File: src/core/ppc_pkg.sv
// Package for the parallel-port configuration register bank.
// Assumes a single clock domain and an AXI4-Lite master with 32-bit data.
`default_nettype none
package ppc_pkg;
  // Register indices; byte address on the bus is four times the index
  localparam logic [7:0] IDX_LDN  = 8'h07;
  localparam logic [7:0] IDX_ACT  = 8'h30;
  localparam logic [7:0] IDX_RC   = 8'h31;
  localparam logic [7:0] IDX_B1H  = 8'h60;
  localparam logic [7:0] IDX_B1L  = 8'h61;
  localparam logic [7:0] IDX_B2H  = 8'h62;
  localparam logic [7:0] IDX_B2L  = 8'h63;
  localparam logic [7:0] IDX_IRQ  = 8'h70;
  localparam logic [7:0] IDX_ITYP = 8'h71;
  localparam logic [7:0] IDX_DMA  = 8'h74;
  localparam logic [7:0] IDX_SPC  = 8'hF0;
  localparam logic [7:0] IDX_STAT = 8'hF8;
  // Logical device number that selects this bank
  localparam logic [7:0] LDN_PARPORT = 8'h03;
  // Reset values
  localparam logic [7:0] RST_LDN  = 8'h00;
  localparam logic [7:0] RST_ACT  = 8'h00;
  localparam logic [7:0] RST_RC   = 8'h00;
  localparam logic [7:0] RST_B1H  = 8'h03;
  localparam logic [7:0] RST_B1L  = 8'h78;
  localparam logic [7:0] RST_B2H  = 8'h07;
  localparam logic [7:0] RST_B2L  = 8'h78;
  localparam logic [7:0] RST_IRQ  = 8'h07;
  localparam logic [7:0] ITYP_VAL = 8'h02;
  localparam logic [7:0] RST_DMA  = 8'h03;
  localparam logic [7:0] RST_SPC  = 8'h03;
  // Writable bit masks
  localparam logic [7:0] MSK_ACT  = 8'h01;
  localparam logic [7:0] MSK_RC   = 8'h03;
  localparam logic [7:0] MSK_BH   = 8'h0F;
  localparam logic [7:0] MSK_BL   = 8'hFC;
  localparam logic [7:0] MSK_IRQ  = 8'h0F;
  localparam logic [7:0] MSK_DMA  = 8'h07;
  localparam logic [7:0] MSK_SPC  = 8'h07;
  // Field positions
  localparam int ACT_EN_BIT    = 0;
  localparam int RC_PAT_BIT    = 0;
  localparam int RC_EN_BIT     = 1;
  localparam int SPC_EPP_BIT   = 0;
  localparam int SPC_ECP_BIT   = 1;
  localparam int SPC_SHARE_BIT = 2;
  localparam int BL_EPP_BLK    = 2;
  // Range check answers
  localparam logic [7:0] RC_ANS_SET = 8'h55;
  localparam logic [7:0] RC_ANS_CLR = 8'hAA;
  // Interrupt level codes and the host lines they reach
  localparam logic [3:0] IRQ_CODE_3  = 4'h3;
  localparam logic [3:0] IRQ_CODE_11 = 4'hB;
  localparam int IRQ_LINE_3  = 3;
  localparam int IRQ_LINE_11 = 11;
  localparam int NUM_IRQ     = 16;
  localparam int NUM_DMA     = 4;
  localparam logic [2:0] DMA_NONE = 3'h4;
  // Bus widths and responses
  localparam int AXI_AW = 12;
  localparam logic [1:0] RESP_OKAY   = 2'b00;
  localparam logic [1:0] RESP_SLVERR = 2'b10;

  // Effective configuration handed to the port logic
  typedef struct packed {
    logic        active;
    logic        rc_on;
    logic [15:0] base1;
    logic [15:0] base2;
    logic [3:0]  irq_sel;
    logic [2:0]  dma_sel;
    logic        irq_share;
    logic        epp_en;
    logic        ecp_en;
  } ppc_cfg_t;
endpackage
`default_nettype wire

File: src/core/ppc_regs.sv
// Parallel-port configuration bank behind an AXI4-Lite slave, with the
// host I/O range decode, range check answer and IRQ/DMA line steering.
// Assumes host I/O strobes synchronous to MCLK and one bus master.
`timescale 1ns/1ps
`default_nettype none

// Behaviour
// Bank is selected only while the logical device number is 03h.
// Activate bit 0 at 30h enables the port; range check off first.
// Range check enable is bit 1 at 31h; set only while inactive.
// Range check probes the I/O range programmed as the base address.
// During range check, reads in range return 55h or AAh by bit 0.
// Base high registers: bits 7-4 read zero, bits 3-0 hold 11:8.
// Base low registers: bits 7-2 hold 7:2, bits 1-0 read zero.
// Second base pair at 62h/63h only acts while ECP is enabled.
// Interrupt code Bh drives line 11, 3h line 3, others none.
// Interrupt type at 71h is read-only and returns 02h.
// DMA code 0-3 picks that channel, 4h none, 5h-7h invalid.
// Special bit 2 makes the request output shareable.
// Special bits 1-0 select SPP, EPP, ECP or both.
// ECP and EPP enable bits act independently.
// EPP stays off while base1 low bit 2 is set.
// Special register at F0h resets to 03h.
// Reserved DMA and special bits 7-3 read zero.
// Inactive port decodes nothing and drives no IRQ or DMA line; PORT_WIN2 still follows the window decode while inactive.
module ppc_regs
  import ppc_pkg::*;
(
  input  wire logic                  MCLK,
  input  wire logic                  RSTN,
  input  wire logic [AXI_AW-1:0]     S_AXI_AWADDR,
  input  wire logic                  S_AXI_AWVALID,
  output logic                       S_AXI_AWREADY,
  input  wire logic [31:0]           S_AXI_WDATA,
  input  wire logic [3:0]            S_AXI_WSTRB,
  input  wire logic                  S_AXI_WVALID,
  output logic                       S_AXI_WREADY,
  output logic [1:0]                 S_AXI_BRESP,
  output logic                       S_AXI_BVALID,
  input  wire logic                  S_AXI_BREADY,
  input  wire logic [AXI_AW-1:0]     S_AXI_ARADDR,
  input  wire logic                  S_AXI_ARVALID,
  output logic                       S_AXI_ARREADY,
  output logic [31:0]                S_AXI_RDATA,
  output logic [1:0]                 S_AXI_RRESP,
  output logic                       S_AXI_RVALID,
  input  wire logic                  S_AXI_RREADY,
  input  wire logic [15:0]           IO_ADDR,
  input  wire logic                  IO_RD,
  input  wire logic                  IO_WR,
  output logic                       IO_RC_ACK,
  output logic [7:0]                 IO_RDATA,
  output logic                       PORT_SEL,
  output logic                       PORT_WIN2,
  input  wire logic                  PORT_IRQ,
  input  wire logic                  PORT_DRQ,
  output logic                       PORT_DACK,
  output logic [ppc_pkg::NUM_IRQ-1:0] IRQ_OUT,
  output logic [ppc_pkg::NUM_IRQ-1:0] IRQ_OE,
  output logic [ppc_pkg::NUM_DMA-1:0] DRQ_OUT,
  input  wire logic [ppc_pkg::NUM_DMA-1:0] DACK_N,
  output ppc_pkg::ppc_cfg_t          CFG
);
  import ppc_pkg::*;

  logic [7:0]        ldn_q, act_q, rc_q, b1h_q, b1l_q, b2h_q, b2l_q;
  logic [7:0]        irq_q, dma_q, spc_q;
  logic              aw_have_q, w_have_q, bvalid_q, rvalid_q;
  logic [AXI_AW-1:0] awaddr_q;
  logic [31:0]       wdata_q, rdata_q;
  logic [3:0]        wstrb_q;
  logic [1:0]        bresp_q, rresp_q;
  logic              wr_go, wr_en, pp_wr, sel;
  logic [7:0]        wr_idx, wd;
  logic [7:0]        rd_val;
  logic              rd_err;
  logic              epp_eff, ecp_eff, rc_on, active;
  logic              hit1, hit2, hit;
  logic [15:0]       base1, base2;
  logic [NUM_IRQ-1:0] line_sel;
  logic              rc_ack_q, port_sel_q, win2_q, dack_q;
  logic [7:0]        io_rdata_q;
  logic [NUM_IRQ-1:0] irq_out_q, irq_oe_q;
  logic [NUM_DMA-1:0] drq_q;

  // True when the address lies in the window that starts at base
  function automatic logic in_window(input logic [15:0] a,
                                     input logic [15:0] b,
                                     input logic        wide);
    in_window = wide ? (a[15:3] == b[15:3]) : (a[15:2] == b[15:2]);
  endfunction

  // True when a byte address lies inside the register map (bits above 9 zero)
  function automatic logic idx_ok(input logic [AXI_AW-1:0] a);
    idx_ok = (a[AXI_AW-1:10] == '0);
  endfunction

  // One-hot host request line for an interrupt level code
  function automatic logic [NUM_IRQ-1:0] irq_line(input logic [3:0] c);
    irq_line = '0;
    if (c == IRQ_CODE_11)
      irq_line[IRQ_LINE_11] = 1'b1;
    else if (c == IRQ_CODE_3)
      irq_line[IRQ_LINE_3] = 1'b1;
  endfunction

  // Write path: address and data are caught separately, then committed
  assign wr_go  = aw_have_q & w_have_q;
  assign wr_idx = awaddr_q[9:2];
  assign wd     = wdata_q[7:0];
  assign wr_en  = wr_go & wstrb_q[0] & idx_ok(awaddr_q);
  assign sel    = (ldn_q == LDN_PARPORT);
  assign pp_wr  = wr_en & sel;

  assign S_AXI_AWREADY = ~aw_have_q & ~bvalid_q;
  assign S_AXI_WREADY  = ~w_have_q & ~bvalid_q;
  assign S_AXI_BVALID  = bvalid_q;
  assign S_AXI_BRESP   = bresp_q;
  assign S_AXI_ARREADY = ~rvalid_q;
  assign S_AXI_RVALID  = rvalid_q;
  assign S_AXI_RDATA   = rdata_q;
  assign S_AXI_RRESP   = rresp_q;

  // Capture of write address and write data
  always_ff @(posedge MCLK or negedge RSTN)
  begin
    if (!RSTN)
    begin
      aw_have_q <= 1'b0;
      w_have_q  <= 1'b0;
      awaddr_q  <= '0;
      wdata_q   <= '0;
      wstrb_q   <= '0;
    end
    else
    begin
      if (S_AXI_AWVALID && S_AXI_AWREADY)
      begin
        aw_have_q <= 1'b1;
        awaddr_q  <= S_AXI_AWADDR;
      end
      else if (wr_go)
        aw_have_q <= 1'b0;
      if (S_AXI_WVALID && S_AXI_WREADY)
      begin
        w_have_q <= 1'b1;
        wdata_q  <= S_AXI_WDATA;
        wstrb_q  <= S_AXI_WSTRB;
      end
      else if (wr_go)
        w_have_q <= 1'b0;
    end
  end

  // Write response, raised on the same edge as the commit
  always_ff @(posedge MCLK or negedge RSTN)
  begin
    if (!RSTN)
    begin
      bvalid_q <= 1'b0;
      bresp_q  <= RESP_OKAY;
    end
    else if (wr_go)
    begin
      bvalid_q <= 1'b1;
      bresp_q  <= idx_ok(awaddr_q) ? RESP_OKAY : RESP_SLVERR;
    end
    else if (S_AXI_BREADY)
      bvalid_q <= 1'b0;
  end

  // Logical device number selecting which bank the indices reach
  always_ff @(posedge MCLK or negedge RSTN)
  begin
    if (!RSTN)
      ldn_q <= RST_LDN;
    else if (wr_en && wr_idx == IDX_LDN)
      ldn_q <= wd;
  end

  // Activate and range check, each refusing the forbidden order
  always_ff @(posedge MCLK or negedge RSTN)
  begin
    if (!RSTN)
    begin
      act_q <= RST_ACT;
      rc_q  <= RST_RC;
    end
    else if (pp_wr && wr_idx == IDX_ACT)
    begin
      if (!(wd[ACT_EN_BIT] && rc_q[RC_EN_BIT]))
        act_q <= wd & MSK_ACT;
    end
    else if (pp_wr && wr_idx == IDX_RC)
    begin
      rc_q <= wd & MSK_RC;
      if (act_q[ACT_EN_BIT])
        rc_q[RC_EN_BIT] <= 1'b0;
    end
  end

  // Base address pairs; read-only bits are held at zero
  always_ff @(posedge MCLK or negedge RSTN)
  begin
    if (!RSTN)
    begin
      b1h_q <= RST_B1H;
      b1l_q <= RST_B1L;
      b2h_q <= RST_B2H;
      b2l_q <= RST_B2L;
    end
    else if (pp_wr)
    begin
      if (wr_idx == IDX_B1H)
        b1h_q <= wd & MSK_BH;
      if (wr_idx == IDX_B1L)
        b1l_q <= wd & MSK_BL;
      if (wr_idx == IDX_B2H)
        b2h_q <= wd & MSK_BH;
      if (wr_idx == IDX_B2L)
        b2l_q <= wd & MSK_BL;
    end
  end

  // Interrupt level, DMA channel and special configuration
  always_ff @(posedge MCLK or negedge RSTN)
  begin
    if (!RSTN)
    begin
      irq_q <= RST_IRQ;
      dma_q <= RST_DMA;
      spc_q <= RST_SPC;
    end
    else if (pp_wr)
    begin
      if (wr_idx == IDX_IRQ)
        irq_q <= wd & MSK_IRQ;
      if (wr_idx == IDX_DMA)
        dma_q <= wd & MSK_DMA;
      if (wr_idx == IDX_SPC)
        spc_q <= wd & MSK_SPC;
    end
  end

  // Read decode of the register map
  always_comb
  begin
    rd_val = 8'h00;
    rd_err = 1'b0;
    if (!idx_ok(S_AXI_ARADDR))
      rd_err = 1'b1;
    else
    begin
      case (S_AXI_ARADDR[9:2])
        IDX_LDN:  rd_val = ldn_q;
        IDX_STAT: rd_val = {5'h00, rc_on, ecp_eff, epp_eff};
        IDX_ACT:  rd_val = sel ? act_q : 8'h00;
        IDX_RC:   rd_val = sel ? rc_q : 8'h00;
        IDX_B1H:  rd_val = sel ? b1h_q : 8'h00;
        IDX_B1L:  rd_val = sel ? b1l_q : 8'h00;
        IDX_B2H:  rd_val = sel ? b2h_q : 8'h00;
        IDX_B2L:  rd_val = sel ? b2l_q : 8'h00;
        IDX_IRQ:  rd_val = sel ? irq_q : 8'h00;
        IDX_ITYP: rd_val = sel ? ITYP_VAL : 8'h00;
        IDX_DMA:  rd_val = sel ? dma_q : 8'h00;
        IDX_SPC:  rd_val = sel ? spc_q : 8'h00;
        default:  rd_err = 1'b1;
      endcase
    end
  end

  // Read channel: one item at a time, answered on the next edge
  always_ff @(posedge MCLK or negedge RSTN)
  begin
    if (!RSTN)
    begin
      rvalid_q <= 1'b0;
      rdata_q  <= '0;
      rresp_q  <= RESP_OKAY;
    end
    else if (S_AXI_ARVALID && S_AXI_ARREADY)
    begin
      rvalid_q <= 1'b1;
      rdata_q  <= {24'h000000, rd_val};
      rresp_q  <= rd_err ? RESP_SLVERR : RESP_OKAY;
    end
    else if (S_AXI_RREADY)
      rvalid_q <= 1'b0;
  end

  // Effective configuration seen by the port logic
  assign active  = act_q[ACT_EN_BIT];
  assign rc_on   = rc_q[RC_EN_BIT] & ~active;
  assign ecp_eff = spc_q[SPC_ECP_BIT];
  assign epp_eff = spc_q[SPC_EPP_BIT] & ~b1l_q[BL_EPP_BLK];
  assign base1   = {b1h_q, b1l_q};
  assign base2   = {b2h_q, b2l_q};
  assign line_sel = irq_line(irq_q[3:0]);

  always_comb
  begin
    CFG.active    = active;
    CFG.rc_on     = rc_on;
    CFG.base1     = base1;
    CFG.base2     = base2;
    CFG.irq_sel   = irq_q[3:0];
    CFG.dma_sel   = dma_q[2:0];
    CFG.irq_share = spc_q[SPC_SHARE_BIT];
    CFG.epp_en    = epp_eff;
    CFG.ecp_en    = ecp_eff;
  end

  // Host I/O decode: base1 window widens to eight ports under EPP
  assign hit1 = in_window(IO_ADDR, base1, epp_eff);
  assign hit2 = ecp_eff & in_window(IO_ADDR, base2, 1'b0);
  assign hit  = hit1 | hit2;

  // Range check answer and port select, one edge after the strobe
  always_ff @(posedge MCLK or negedge RSTN)
  begin
    if (!RSTN)
    begin
      rc_ack_q   <= 1'b0;
      io_rdata_q <= 8'h00;
      port_sel_q <= 1'b0;
      win2_q     <= 1'b0;
    end
    else
    begin
      rc_ack_q   <= IO_RD & rc_on & hit;
      io_rdata_q <= rc_q[RC_PAT_BIT] ? RC_ANS_SET : RC_ANS_CLR;
      port_sel_q <= (IO_RD | IO_WR) & active & hit;
      win2_q     <= ~hit1 & hit2;
    end
  end

  // Interrupt steering; shared mode drives only while asserting
  always_ff @(posedge MCLK or negedge RSTN)
  begin
    if (!RSTN)
    begin
      irq_out_q <= '0;
      irq_oe_q  <= '0;
    end
    else
    begin
      irq_out_q <= active ? (line_sel & {NUM_IRQ{PORT_IRQ}}) : '0;
      if (!active)
        irq_oe_q <= '0;
      else if (spc_q[SPC_SHARE_BIT])
        irq_oe_q <= line_sel & {NUM_IRQ{PORT_IRQ}};
      else
        irq_oe_q <= line_sel;
    end
  end

  // DMA request steering, one flip-flop per channel
  genvar gi;
  generate
    for (gi = 0; gi < NUM_DMA; gi++)
    begin : g_drq
      always_ff @(posedge MCLK or negedge RSTN)
      begin
        if (!RSTN)
          drq_q[gi] <= 1'b0;
        else
          drq_q[gi] <= active & PORT_DRQ & (dma_q[2:0] == 3'(gi));
      end
    end
  endgenerate

  // Acknowledge back to the port from the selected channel only
  always_ff @(posedge MCLK or negedge RSTN)
  begin
    if (!RSTN)
      dack_q <= 1'b0;
    else
      dack_q <= active && dma_q[2:0] < DMA_NONE &&
                !DACK_N[dma_q[1:0]];
  end

  assign IO_RC_ACK = rc_ack_q;
  assign IO_RDATA  = io_rdata_q;
  assign PORT_SEL  = port_sel_q;
  assign PORT_WIN2 = win2_q;
  assign IRQ_OUT   = irq_out_q;
  assign IRQ_OE    = irq_oe_q;
  assign DRQ_OUT   = drq_q;
  assign PORT_DACK = dack_q;
endmodule
`default_nettype wire

File: config.mk
export PLATFORM = sky130hd
export DESIGN_NAME = ppc_regs
export DESIGN_NICKNAME = d
export VERILOG_FILES = /design/src/core/ppc_pkg.sv /design/src/core/ppc_regs.sv
export SDC_FILE = /design/constraint.sdc
export NUM_CORES = 1
export LEC_CHECK = 0
export BUFFER_PORTS_ARGS = -buffer_cell sky130_fd_sc_hd__buf_2
export CORE_ASPECT_RATIO = 1.5
export CORE_MARGIN = 3
export CORE_UTILIZATION = 30
export CTS_BUF_LIST = sky130_fd_sc_hd__clkbuf_8
export CTS_CLUSTER_DIAMETER = 30
export DETAILED_ROUTE_END_ITERATION = 7
export HOLD_SLACK_MARGIN = 0.03
export PLACE_DENSITY_LB_ADDON = 0.3
export SETUP_SLACK_MARGIN = 0.5
export SLEW_MARGIN = 0
export SYNTH_ARGS = -nofsm -noshare
export SYNTH_HDL_FRONTEND = slang
export SYNTH_SLANG_ARGS = --single-unit
File: constraint.sdc
create_clock -name MCLK -period 6.7 [get_ports MCLK]
set_input_delay 0 -clock MCLK [delete_from_list [all_inputs] [get_ports MCLK]]
set_output_delay 0 -clock MCLK [all_outputs]
set_load 0.02 [all_outputs]
==> impl_metrics.yaml, run 1 <==
critical_path:
  crit_path_cell_trace: "or4_1, nor4_2, nand4_1, nor3_1, mux2_2"
  cpPeakStageDelay_ns: 0.67
  critical_path.endpoint: "spc_q[2]"
  cp-startpoint: "ldn_q[4]"
  path_class: "flip-flop to flip-flop"
  arrival_ns: 3.17
  reg2reg_depth: 5
  regToRegEndpoint: "spc_q[2]"
  cp_slowest_cell: "nor4_2"
  required_ns: 6.96
  cp_max_fo: 10
  endpoint_kind: "flip-flop"
  rrSetupSlack_ns: 3.79
  cp-start-kind: "flip-flop"
  timing.rr.start: "ldn_q[4]"
yosys:
  yosysUniqueCellTypes: 54
  ys_seq_elements: 88
  synth_area_um2: 4870
  synth_seq_area_share_pct: 45.8
  syn_inst: 432
  postSynthAreaPerCell_um2: 11.3
  synth_edf_count: 0
  async_reset_ff_share_pct: 100
  synth_flop_cell: "dfrtp_1"
  ys_warn_count: 0
flow_run:
  max_cap_violations: 0
finish:
  fillCellCount: 1605
  nets: 664
  syn_to_final_growth_pct: 20.6
  drive_gt1_share_pct: 40.3
  final_util_pct: 37.2
  final_common_cell: "buf_2"
  finish.instance_area_um2: 5870
  finalNonFillerCells: 781
  n_antenna_cell: 0
  final_cell_mix: "buf_2 (123), dfrtp_1 (68), conb_1 (66)"
clock_network:
  cts_tree: "yes"
  cts-htree-levels: 3
  holdBufCountCts: 29
  post-cts-setup-buffer-count: 0
  cts_resized: 0
  clock_path_buffers: 2
  clock_latency_ns: 0.36
  clock-sinks: 88
  cts-buffers-inserted: 9
  root_buffer: "clkbuf_8"
  path_clk_slew_ns: 0.09
pwr:
  p_sw_share_pct: 32.8
  cellPowerDensity_nw_per_um2: 232
  p_int_mw: 0.917
  sequentialPowerShare_pct: 51.7
  pwr-share-clk_pct: 27.9
  leakage_nw: 2.84
  switchingPower_mw: 0.448
  ir_worst_vdd_uv: 96.7
  pwr-share-comb_pct: 20.4
global_route:
  grt_pass1_vias: 3716
  grt_pass1_wl_um: 19800
  antenna_found_initial: 0
  grt_start_max_net_pins: 71
  grt_util_all_layers_pct: 14.6
  overflow: 0
place:
  placed_area_um2: 5380
  dp_cells: 736
  dp_hpwl_um: 10000
  io_buffers: 124
  routabilityCongestion: 0.885
sta:
  max_freq_mhz: 343
  finalSetupTns_ns: 0
  fin_crit_sh_pct: 43.5
  finalCriticalPeriod_ns: 2.91
  finalClockSkew_ns: 0.00975
  worst_slew_pin_slew_ns: 0.868
  finalSetupViolCount: 0
  rsz0062_at_grt: "false"
  drv_slew: 0
  hold_viol: 0
  relSlewSlack_pct: 41.6
detailed_routing:
  drc_errors: 0
  avgViaCountPerCell: 4.67
  drt-initial-drc-count: 158
  drtAntennaViolNets: 0
  wl_um: 12900
  wl_per_cell_um: 16.5
  dr.pass1.iters: 4
  num_vias: 3648
floorplanning:
  rows: 56
  core_area_um2: 15800
  dieHeight_um: 162
  io_pins: 224
  start_util_pct: 30.9
  die-area_um2: 17800
  dieWidth_um: 110
outcome:
  status: "finished clean"
min_path:
  hp-class: "input pin to asynchronous set/reset pin"
## synthesized netlist by cell type, types with 4 or more instances
master	number	share of area, %
nor3b_1	5	0.77
inv_1	10	0.77
buf_4	76	12
nor2_1	17	1.3
mux2i_1	6	1.2
o21ai_0	9	0.93
nand2b_1	5	0.64
nand2_1	18	1.4
or3_1	4	0.51
nand3b_1	4	0.62
nand3_1	6	0.62
xnor2_1	16	2.9
dfstp_2	20	11
nor3_1	9	0.93
nor2b_1	4	0.51
mux2_2	61	14
a21oi_1	4	0.41
and3_1	6	0.77
nand4_1	8	1.0
and2_1	4	0.51
a22o_1	6	1.1
clkbuf_1	12	0.93
dfrtp_1	68	35
## layer usage
metal  vias up  GRT usage, %  part of all wire, %
met2       158          26.6                   53
li1       1671             -                    -
met3        20          2.54                  5.9
met1      1799          16.5                   38
met5         -             0                    0
met4         0          5.56                  2.3
## cells by family after synthesis
| kind of cell | synth area share [%] |
|---|---|
| multiplexers | 16.7 |
| AND/OR/NAND/NOR | 14.4 |
| XOR/XNOR | 3.42 |
| flip-flops | 45.8 |
| other | 0.0771 |
| AO/OA/AOI/OAI | 6.12 |
| buffers and inverters | 13.5 |
## area by class of cell
cell class	instances	area, µm²	area share [%]
clock inverter	6	67.6	1.15
inverter	10	37.5	0.639
tap	203	254	4.33
clock buffer	10	138	2.34
sequential	88	2230	37.9
timing repair buffer	154	921	15.7
multi-input combinational	310	2230	37.9
## power groups by stage
stage               clock (mW)  sequential (mW)  combinational, mW
floorplan                    0            0.682              0.223
global placement             0            0.709              0.264
detailed placement           0            0.715              0.270
CTS                      0.398            0.706              0.283
global route             0.421            0.721              0.309
finish                   0.381            0.705              0.279
## worst min-delay path by stage
stage          depth (start not counted)  start  slack [ns]           to
3_5_place_dp                           1   RSTN       -0.10    IO_RC_ACK
4_1_cts                                2   RSTN        0.05    IO_RC_ACK
3_3_place_gp                           1   RSTN       -0.10    IO_RC_ACK
2_1_floorplan                          0   RSTN       -0.30   DRQ_OUT[0]
5_1_grt                                2   RSTN        0.07  IO_RDATA[5]
6_report                               2   RSTN        0.05  IO_RDATA[5]
## per-stage QoR
step           hold slack (ns)  setup WS (ns)  power (mW)
2_1_floorplan           -0.296           4.05       0.905
3_3_place_gp            -0.100           3.75       0.973
3_5_place_dp            -0.103           3.77       0.985
4_1_cts                 0.0505           3.76        1.39
5_1_grt                 0.0683           3.50        1.45
6_report                0.0485           3.79        1.36
## sequential cells by signal (all words and copies together), names as in the netlist, 6 cells and up
| register | flops |
|---|---|
| S_AXI_RDATA | 8 |
| b2l_q | 6 |
| awaddr_q | 10 |
| wdata_q | 8 |
| b1l_q | 6 |
| ldn_q | 8 |
## worst max-delay path, delay by kind of cell, from the launching register on
family / cells / cell delay [ns]
AND/OR/NAND/NOR: 4 / 2.01
multiplexers: 1 / 0.39
flip-flops: 1 / 0.41
No activity file was read; power rests on OpenSTA's default activity.
==> run 2, diff against run 1 <==
ABC_AREA = 1   (was unset)
clock period = 3 ns   (was 6.7 ns; I/O delays follow)
==> impl_metrics.yaml, run 2 <==
clock_network:
  root_buffer: "clkbuf_8"
  cts-buffers-inserted: 9
  cts_resized: 0
  clock_path_buffers: 2
  cts-htree-levels: 3
  holdBufCountCts: 31
  clock-sinks: 88
  cts_tree: "yes"
  clock_latency_ns: 0.37
  post-cts-setup-buffer-count: 0
  path_clk_slew_ns: 0.09
sta:
  finalClockSkew_ns: 0.0138
  drv_slew: 0
  rsz0062_at_grt: "false"
  holdWs_ns: 0.0488
  relSlewSlack_pct: 44.4
  worst_slew_pin_slew_ns: 0.834
  fin_crit_sh_pct: 64.3
  finalCriticalPeriod_ns: 1.93
  max_freq_mhz: 519
  finalSetupViolCount: 0
  hold_viol: 0
  finalSetupTns_ns: 0
  setup_slack_ns: 1.07
detailed_routing:
  met1_length_um: 5280
  drt-initial-drc-count: 211
  met2WireLength_um: 7080
  wl_um: 13500
  wl_per_cell_um: 13.7
  avgViaCountPerCell: 4.39
  wl_met3_um: 746
  drtAntennaViolNets: 0
  top_layer: "met4"
  dr.pass1.iters: 4
  drc_errors: 0
  num_vias: 4340
yosys:
  yosysMostFrequentCell: "nand2_1"
  synth_seq_area_share_pct: 44.6
  synthAdderAreaFrac_pct: 0
  async_reset_ff_share_pct: 100
  synthMuxAreaShare_pct: 1.81
  synth_compound_area_share_pct: 8.33
  synth_edf_count: 0
  synth_area_um2: 4990
  postSynthAreaPerCell_um2: 7.94
  synth_flop_cell: "dfrtp_1"
  synthXorXnorAreaFrac_pct: 1.93
  syn_inst: 628
  synth_top_area_share_pct: 34.1
  ys_warn_count: 0
  synth_top_family_by_area: "simple AND/OR/NAND/NOR gates"
  yosysUniqueCellTypes: 34
  synth_top_area_cell: "dfrtp_1"
  yosys.area_share.simple_pct: 26.8
  synth_area_leaders: "dfrtp_1 (34%), buf_4 (12%), nand2_1 (11%)"
  ys_seq_elements: 88
  synth_commonest_cells: "nand2_1 (151), buf_4 (80), nor2_1 (70)"
floorplanning:
  dieWidth_um: 111
  rows: 57
  start_util_pct: 30.7
  core_area_um2: 16300
  dieHeight_um: 164
  io_pins: 224
  die-area_um2: 18200
critical_path:
  arrival_ns: 2.18
  reg2reg_depth: 7
  crit_top_cell: "nand2_1"
  crit_path_cell_trace: "inv_1, nand2_1, nor3_1, nand2_1, inv_2, nor2_1, dlygate4sd3_1"
  cpPeakStageDelay_ns: 0.55
  endpoint_kind: "flip-flop"
  cp-start-kind: "flip-flop"
  timing.rr.start: "S_AXI_RVALID"
  regToRegEndpoint: "S_AXI_RRESP[1]"
  required_ns: 3.25
  path_class: "flip-flop to flip-flop"
  rrSetupSlack_ns: 1.07
  cp_slowest_cell: "dlygate4sd3_1"
  cp_max_fo: 10
min_path:
  hp-class: "input pin to flip-flop"
  hold_path_startpoint: "IO_ADDR[12]"
  min_path_cells: 6
  holdPathEnd: "PORT_WIN2"
global_route:
  grt_pass1_wl_um: 21400
  grt_util_all_layers_pct: 14.7
  grt_start_max_net_pins: 66
  grt_pass1_vias: 4168
  antenna_found_initial: 0
  overflow: 0
finish:
  n_antenna_cell: 0
  nets: 869
  fillCellCount: 1730
  largest_register_ff_count: 10
  final_cell_mix: "nand2_1 (151), buf_2 (123), nor2_1 (70)"
  drive_gt1_share_pct: 25.2
  regMostFlops: "awaddr_q"
  final_common_cell: "nand2_1"
  syn_to_final_growth_pct: 20.9
pwr:
  p_total_mw: 3.03
  leakage_nw: 3.14
  cellPowerDensity_nw_per_um2: 502
  ir_worst_vdd_uv: 465
place:
  dp_hpwl_um: 10500
  dp_slack_ns: 1.14
  routabilityCongestion: 0.860
  io_buffers: 124
flow_run:
  max_cap_violations: 0
outcome:
  status: "finished clean"
[run 2: cell count changes after synthesis, moves of 10 or more]
| cell | before | now |
|---|---|---|
| nor2_1 | 17 | 70 |
| a21oi_1 | 4 | 15 |
| inv_1 | 10 | 50 |
| clkbuf_1 | 12 | 2 |
| o21ai_2 | 0 | 11 |
| nand3_1 | 6 | 52 |
| o21ai_0 | 9 | 26 |
| xnor2_1 | 16 | 6 |
| o21ai_1 | 0 | 13 |
| nand2_1 | 18 | 151 |
| mux2_2 | 61 | 8 |
[run 2: kinds of logic after synthesis]
logic type / after synthesis
compound gates: 72
flops: 88
xor+xnor: 11
mux: 8
other cells: 1
buf+inv: 138
simple gates: 310
[run 2: power breakdown]
part / internal (mW) / switching [mW]
sequential: 1.34 / 0.112
combinational: 0.231 / 0.490
clock: 0.394 / 0.458
total: 1.97 / 1.06
[run 2: through the flow]
step	cell area (µm²)	std cells	util, %
CTS	6030	989	37.1
detailed placement	5520	942	33.9
global route	6030	989	37.1
finish	6030	989	37.1
floorplan	5230	693	-
global placement	5520	942	33.9
[run 2: worst max path at each step]
stage / startpoint / end / slack [ns] / cells after the start
2_1_floorplan: S_AXI_BVALID / awaddr_q[10] / 1.39 / 4
3_3_place_gp: ldn_q[6] / b2l_q[2] / 1.20 / 8
3_5_place_dp: awaddr_q[6] / ldn_q[7] / 1.14 / 3
4_1_cts: S_AXI_RVALID / S_AXI_RRESP[1] / 1.08 / 7
5_1_grt: aw_have_q / ldn_q[1] / 0.83 / 4
6_report: S_AXI_RVALID / S_AXI_RRESP[1] / 1.07 / 7
[run 2: cell type report]
cell class / instances / area, µm² / area share (%)
Sequential cell: 88 / 2230 / 36.9
Clock inverter: 7 / 77.6 / 1.29
Inverter: 54 / 203 / 3.36
Clock buffer: 9 / 124 / 2.05
Tap cell: 206 / 258 / 4.27
Timing Repair Buffer: 158 / 956 / 15.9
Multi-Input combinational cell: 467 / 2180 / 36.2
[run 2: per-layer routing]
metal,track usage [%],up-vias
li1,-,2186
met1,16.4,1982
met2,27.0,149
met3,2.84,23
met4,6.86,0
met5,0,-
[run 2: worst max-delay path, delay by kind of cell, from the launching register on]
family / cells / cell delay [ns]
flip-flops: 1 / 0.38
buffers and inverters: 3 / 0.79
AND/OR/NAND/NOR: 4 / 0.65
==> run 3, diff against run 2 <==
clock period = 1.9 ns   (was 3 ns; I/O delays follow)
==> impl_metrics.yaml, run 3 (synthesis gave the netlist of run 2 again) <==
sta:
  setup_slack_ns: 0.349
  finalClockSkew_ns: 0.0141
  drv_slew: 0
  finalSetupViolCount: 0
  worst_slew_pin_slew_ns: 0.508
  rsz0062_at_grt: "true"
  fin_crit_sh_pct: 81.7
  finalSetupTns_ns: 0
  max_freq_mhz: 645
  relSlewSlack_pct: 66.0
  finalCriticalPeriod_ns: 1.55
  hold_viol: 0
outcome:
  status: "finished clean"
finish:
  multiInputGateArea_um2: 2500
  n_antenna_cell: 0
  fillCellCount: 1647
  finish.instance_area_um2: 6760
  syn_to_final_growth_pct: 35.5
  drive_gt1_share_pct: 35.4
  final_common_cell: "nand2_1"
  final_cell_mix: "nand2_1 (127), buf_2 (122), conb_1 (66)"
  largest_register_ff_count: 10
  final-seq-area_um2: 2230
  nets: 912
  regMostFlops: "awaddr_q"
floorplanning:
  start_util_pct: 30.7
  io_pins: 224
  dieWidth_um: 111
  core_area_um2: 16300
  dieHeight_um: 164
  rows: 57
  die-area_um2: 18200
detailed_routing:
  drtAntennaViolNets: 0
  wl_per_cell_um: 14.4
  drc_errors: 0
  dr.pass1.iters: 5
  num_vias: 4606
  top_layer: "met4"
  wl_um: 14900
  met2WireLength_um: 8110
  met1_length_um: 5570
  avgViaCountPerCell: 4.46
  wl_met3_um: 689
  drt-initial-drc-count: 193
clock_network:
  cts_tree: "yes"
  cts-buffers-inserted: 9
  clock-sinks: 88
  root_buffer: "clkbuf_8"
  clock_path_buffers: 2
  path_clk_slew_ns: 0.11
  clock_latency_ns: 0.38
  cts-htree-levels: 3
critical_path:
  cpPeakStageDelay_ns: 0.41
  endpoint_kind: "flip-flop"
  arrival_ns: 1.81
  path_class: "flip-flop to flip-flop"
  cp_slowest_cell: "dfrtp_1"
  cp-start-kind: "flip-flop"
  rrSetupSlack_ns: 0.35
  required_ns: 2.16
  crit_path_cell_trace: "nor2_2, nand2_2, nor2_4, inv_4, nor2_8, nand4_4, nand2_1, o21ai_1"
  cp_max_fo: 6
min_path:
  hp-class: "input pin to flip-flop"
place:
  dp_slack_ns: 0.269
  dp_hpwl_um: 10800
  routabilityCongestion: 0.885
  placed_area_um2: 5600
  io_buffers: 124
pwr:
  pwr-share-comb_pct: 28.6
  switchingPower_mw: 1.92
  cellPowerDensity_nw_per_um2: 775
  ir_worst_vdd_uv: 717
  sequentialPowerShare_pct: 44.4
  p_total_mw: 5.24
  pwr-share-clk_pct: 27.0
  p_sw_share_pct: 36.8
  p_int_mw: 3.31
  leakage_nw: 3.45
global_route:
  overflow: 0
  antenna_found_initial: 0
  grt_start_max_net_pins: 43
  grt_pass1_vias: 4403
  grt_util_all_layers_pct: 15.8
  grt_pass1_wl_um: 22800
flow_run:
  max_cap_violations: 0
-- run 3: changes by cell type in the layout (fill, tap and decap cells not counted), sizes merged --
cell | previous run | this run
buf | 127 | 164
dlygate4sd3 | 31 | 34
nor2 | 73 | 74
nand2 | 155 | 157
-- run 3: final cells by class --
type,instances,share of cell area (%)
clock inverter,7,1.30
inverter,54,3.04
clock buffer,9,1.83
timing repair buffer,198,19.9
tap,206,3.81
sequential,88,33.0
multi-input combinational,470,37.1
-- run 3: metrics by stage --
stage	instances	hold slack (ns)	utilization, %
floorplan	693	-0.296	-
global placement	948	-0.0851	34.4
detailed placement	948	-0.0820	34.4
CTS	1023	0.0375	40.0
global route	1032	0.0519	41.6
finish	1032	0.0166	41.6
-- run 3: repair_timing --
item	in CTS	in global routing
cloned	3	1
hold endpoints to repair	112	0
pin swaps	18	13
setup buffers	22	8
hold buffers	34	0
setup endpoints to repair	51	64
gates resized for setup	36	58
-- run 3: power groups by stage --
stage	clock network [mW]	logic, mW	registers (mW)
global placement	0	1.14	2.35
CTS	1.44	1.44	2.30
global route	1.52	1.66	2.36
floorplan	0	0.880	2.34
finish	1.41	1.50	2.33
detailed placement	0	1.15	2.36
-- run 3: path summary, 6_finish.rpt --
kind                                 from        endpoint  depth (start not counted)
setup / recovery                 ldn_q[6]        dma_q[2]                          8
hold / removal              S_AXI_AWVALID       aw_have_q                          3
setup reg to reg                 ldn_q[6]        dma_q[2]                          8
hold reg to reg            S_AXI_RDATA[1]  S_AXI_RDATA[1]                          2
max in group asynchronous            RSTN        b1h_q[1]                          3
min in group asynchronous            RSTN    S_AXI_RVALID                          2
-- run 3: critical path: cells and delay by family, from the launching register on --
family	cells	cell delay, ns
DFF	1	0.41
and+or+nand+nor	6	0.86
buffers and inverters	1	0.08
AOI/OAI and AO/OA	1	0.07
-- run 3: layer usage --
layer / GRT usage, % / up-vias
li1: - / 2273
met1: 17.5 / 2139
met2: 29.5 / 161
met3: 2.43 / 33
met4: 7.58 / 0
met5: 0 / -
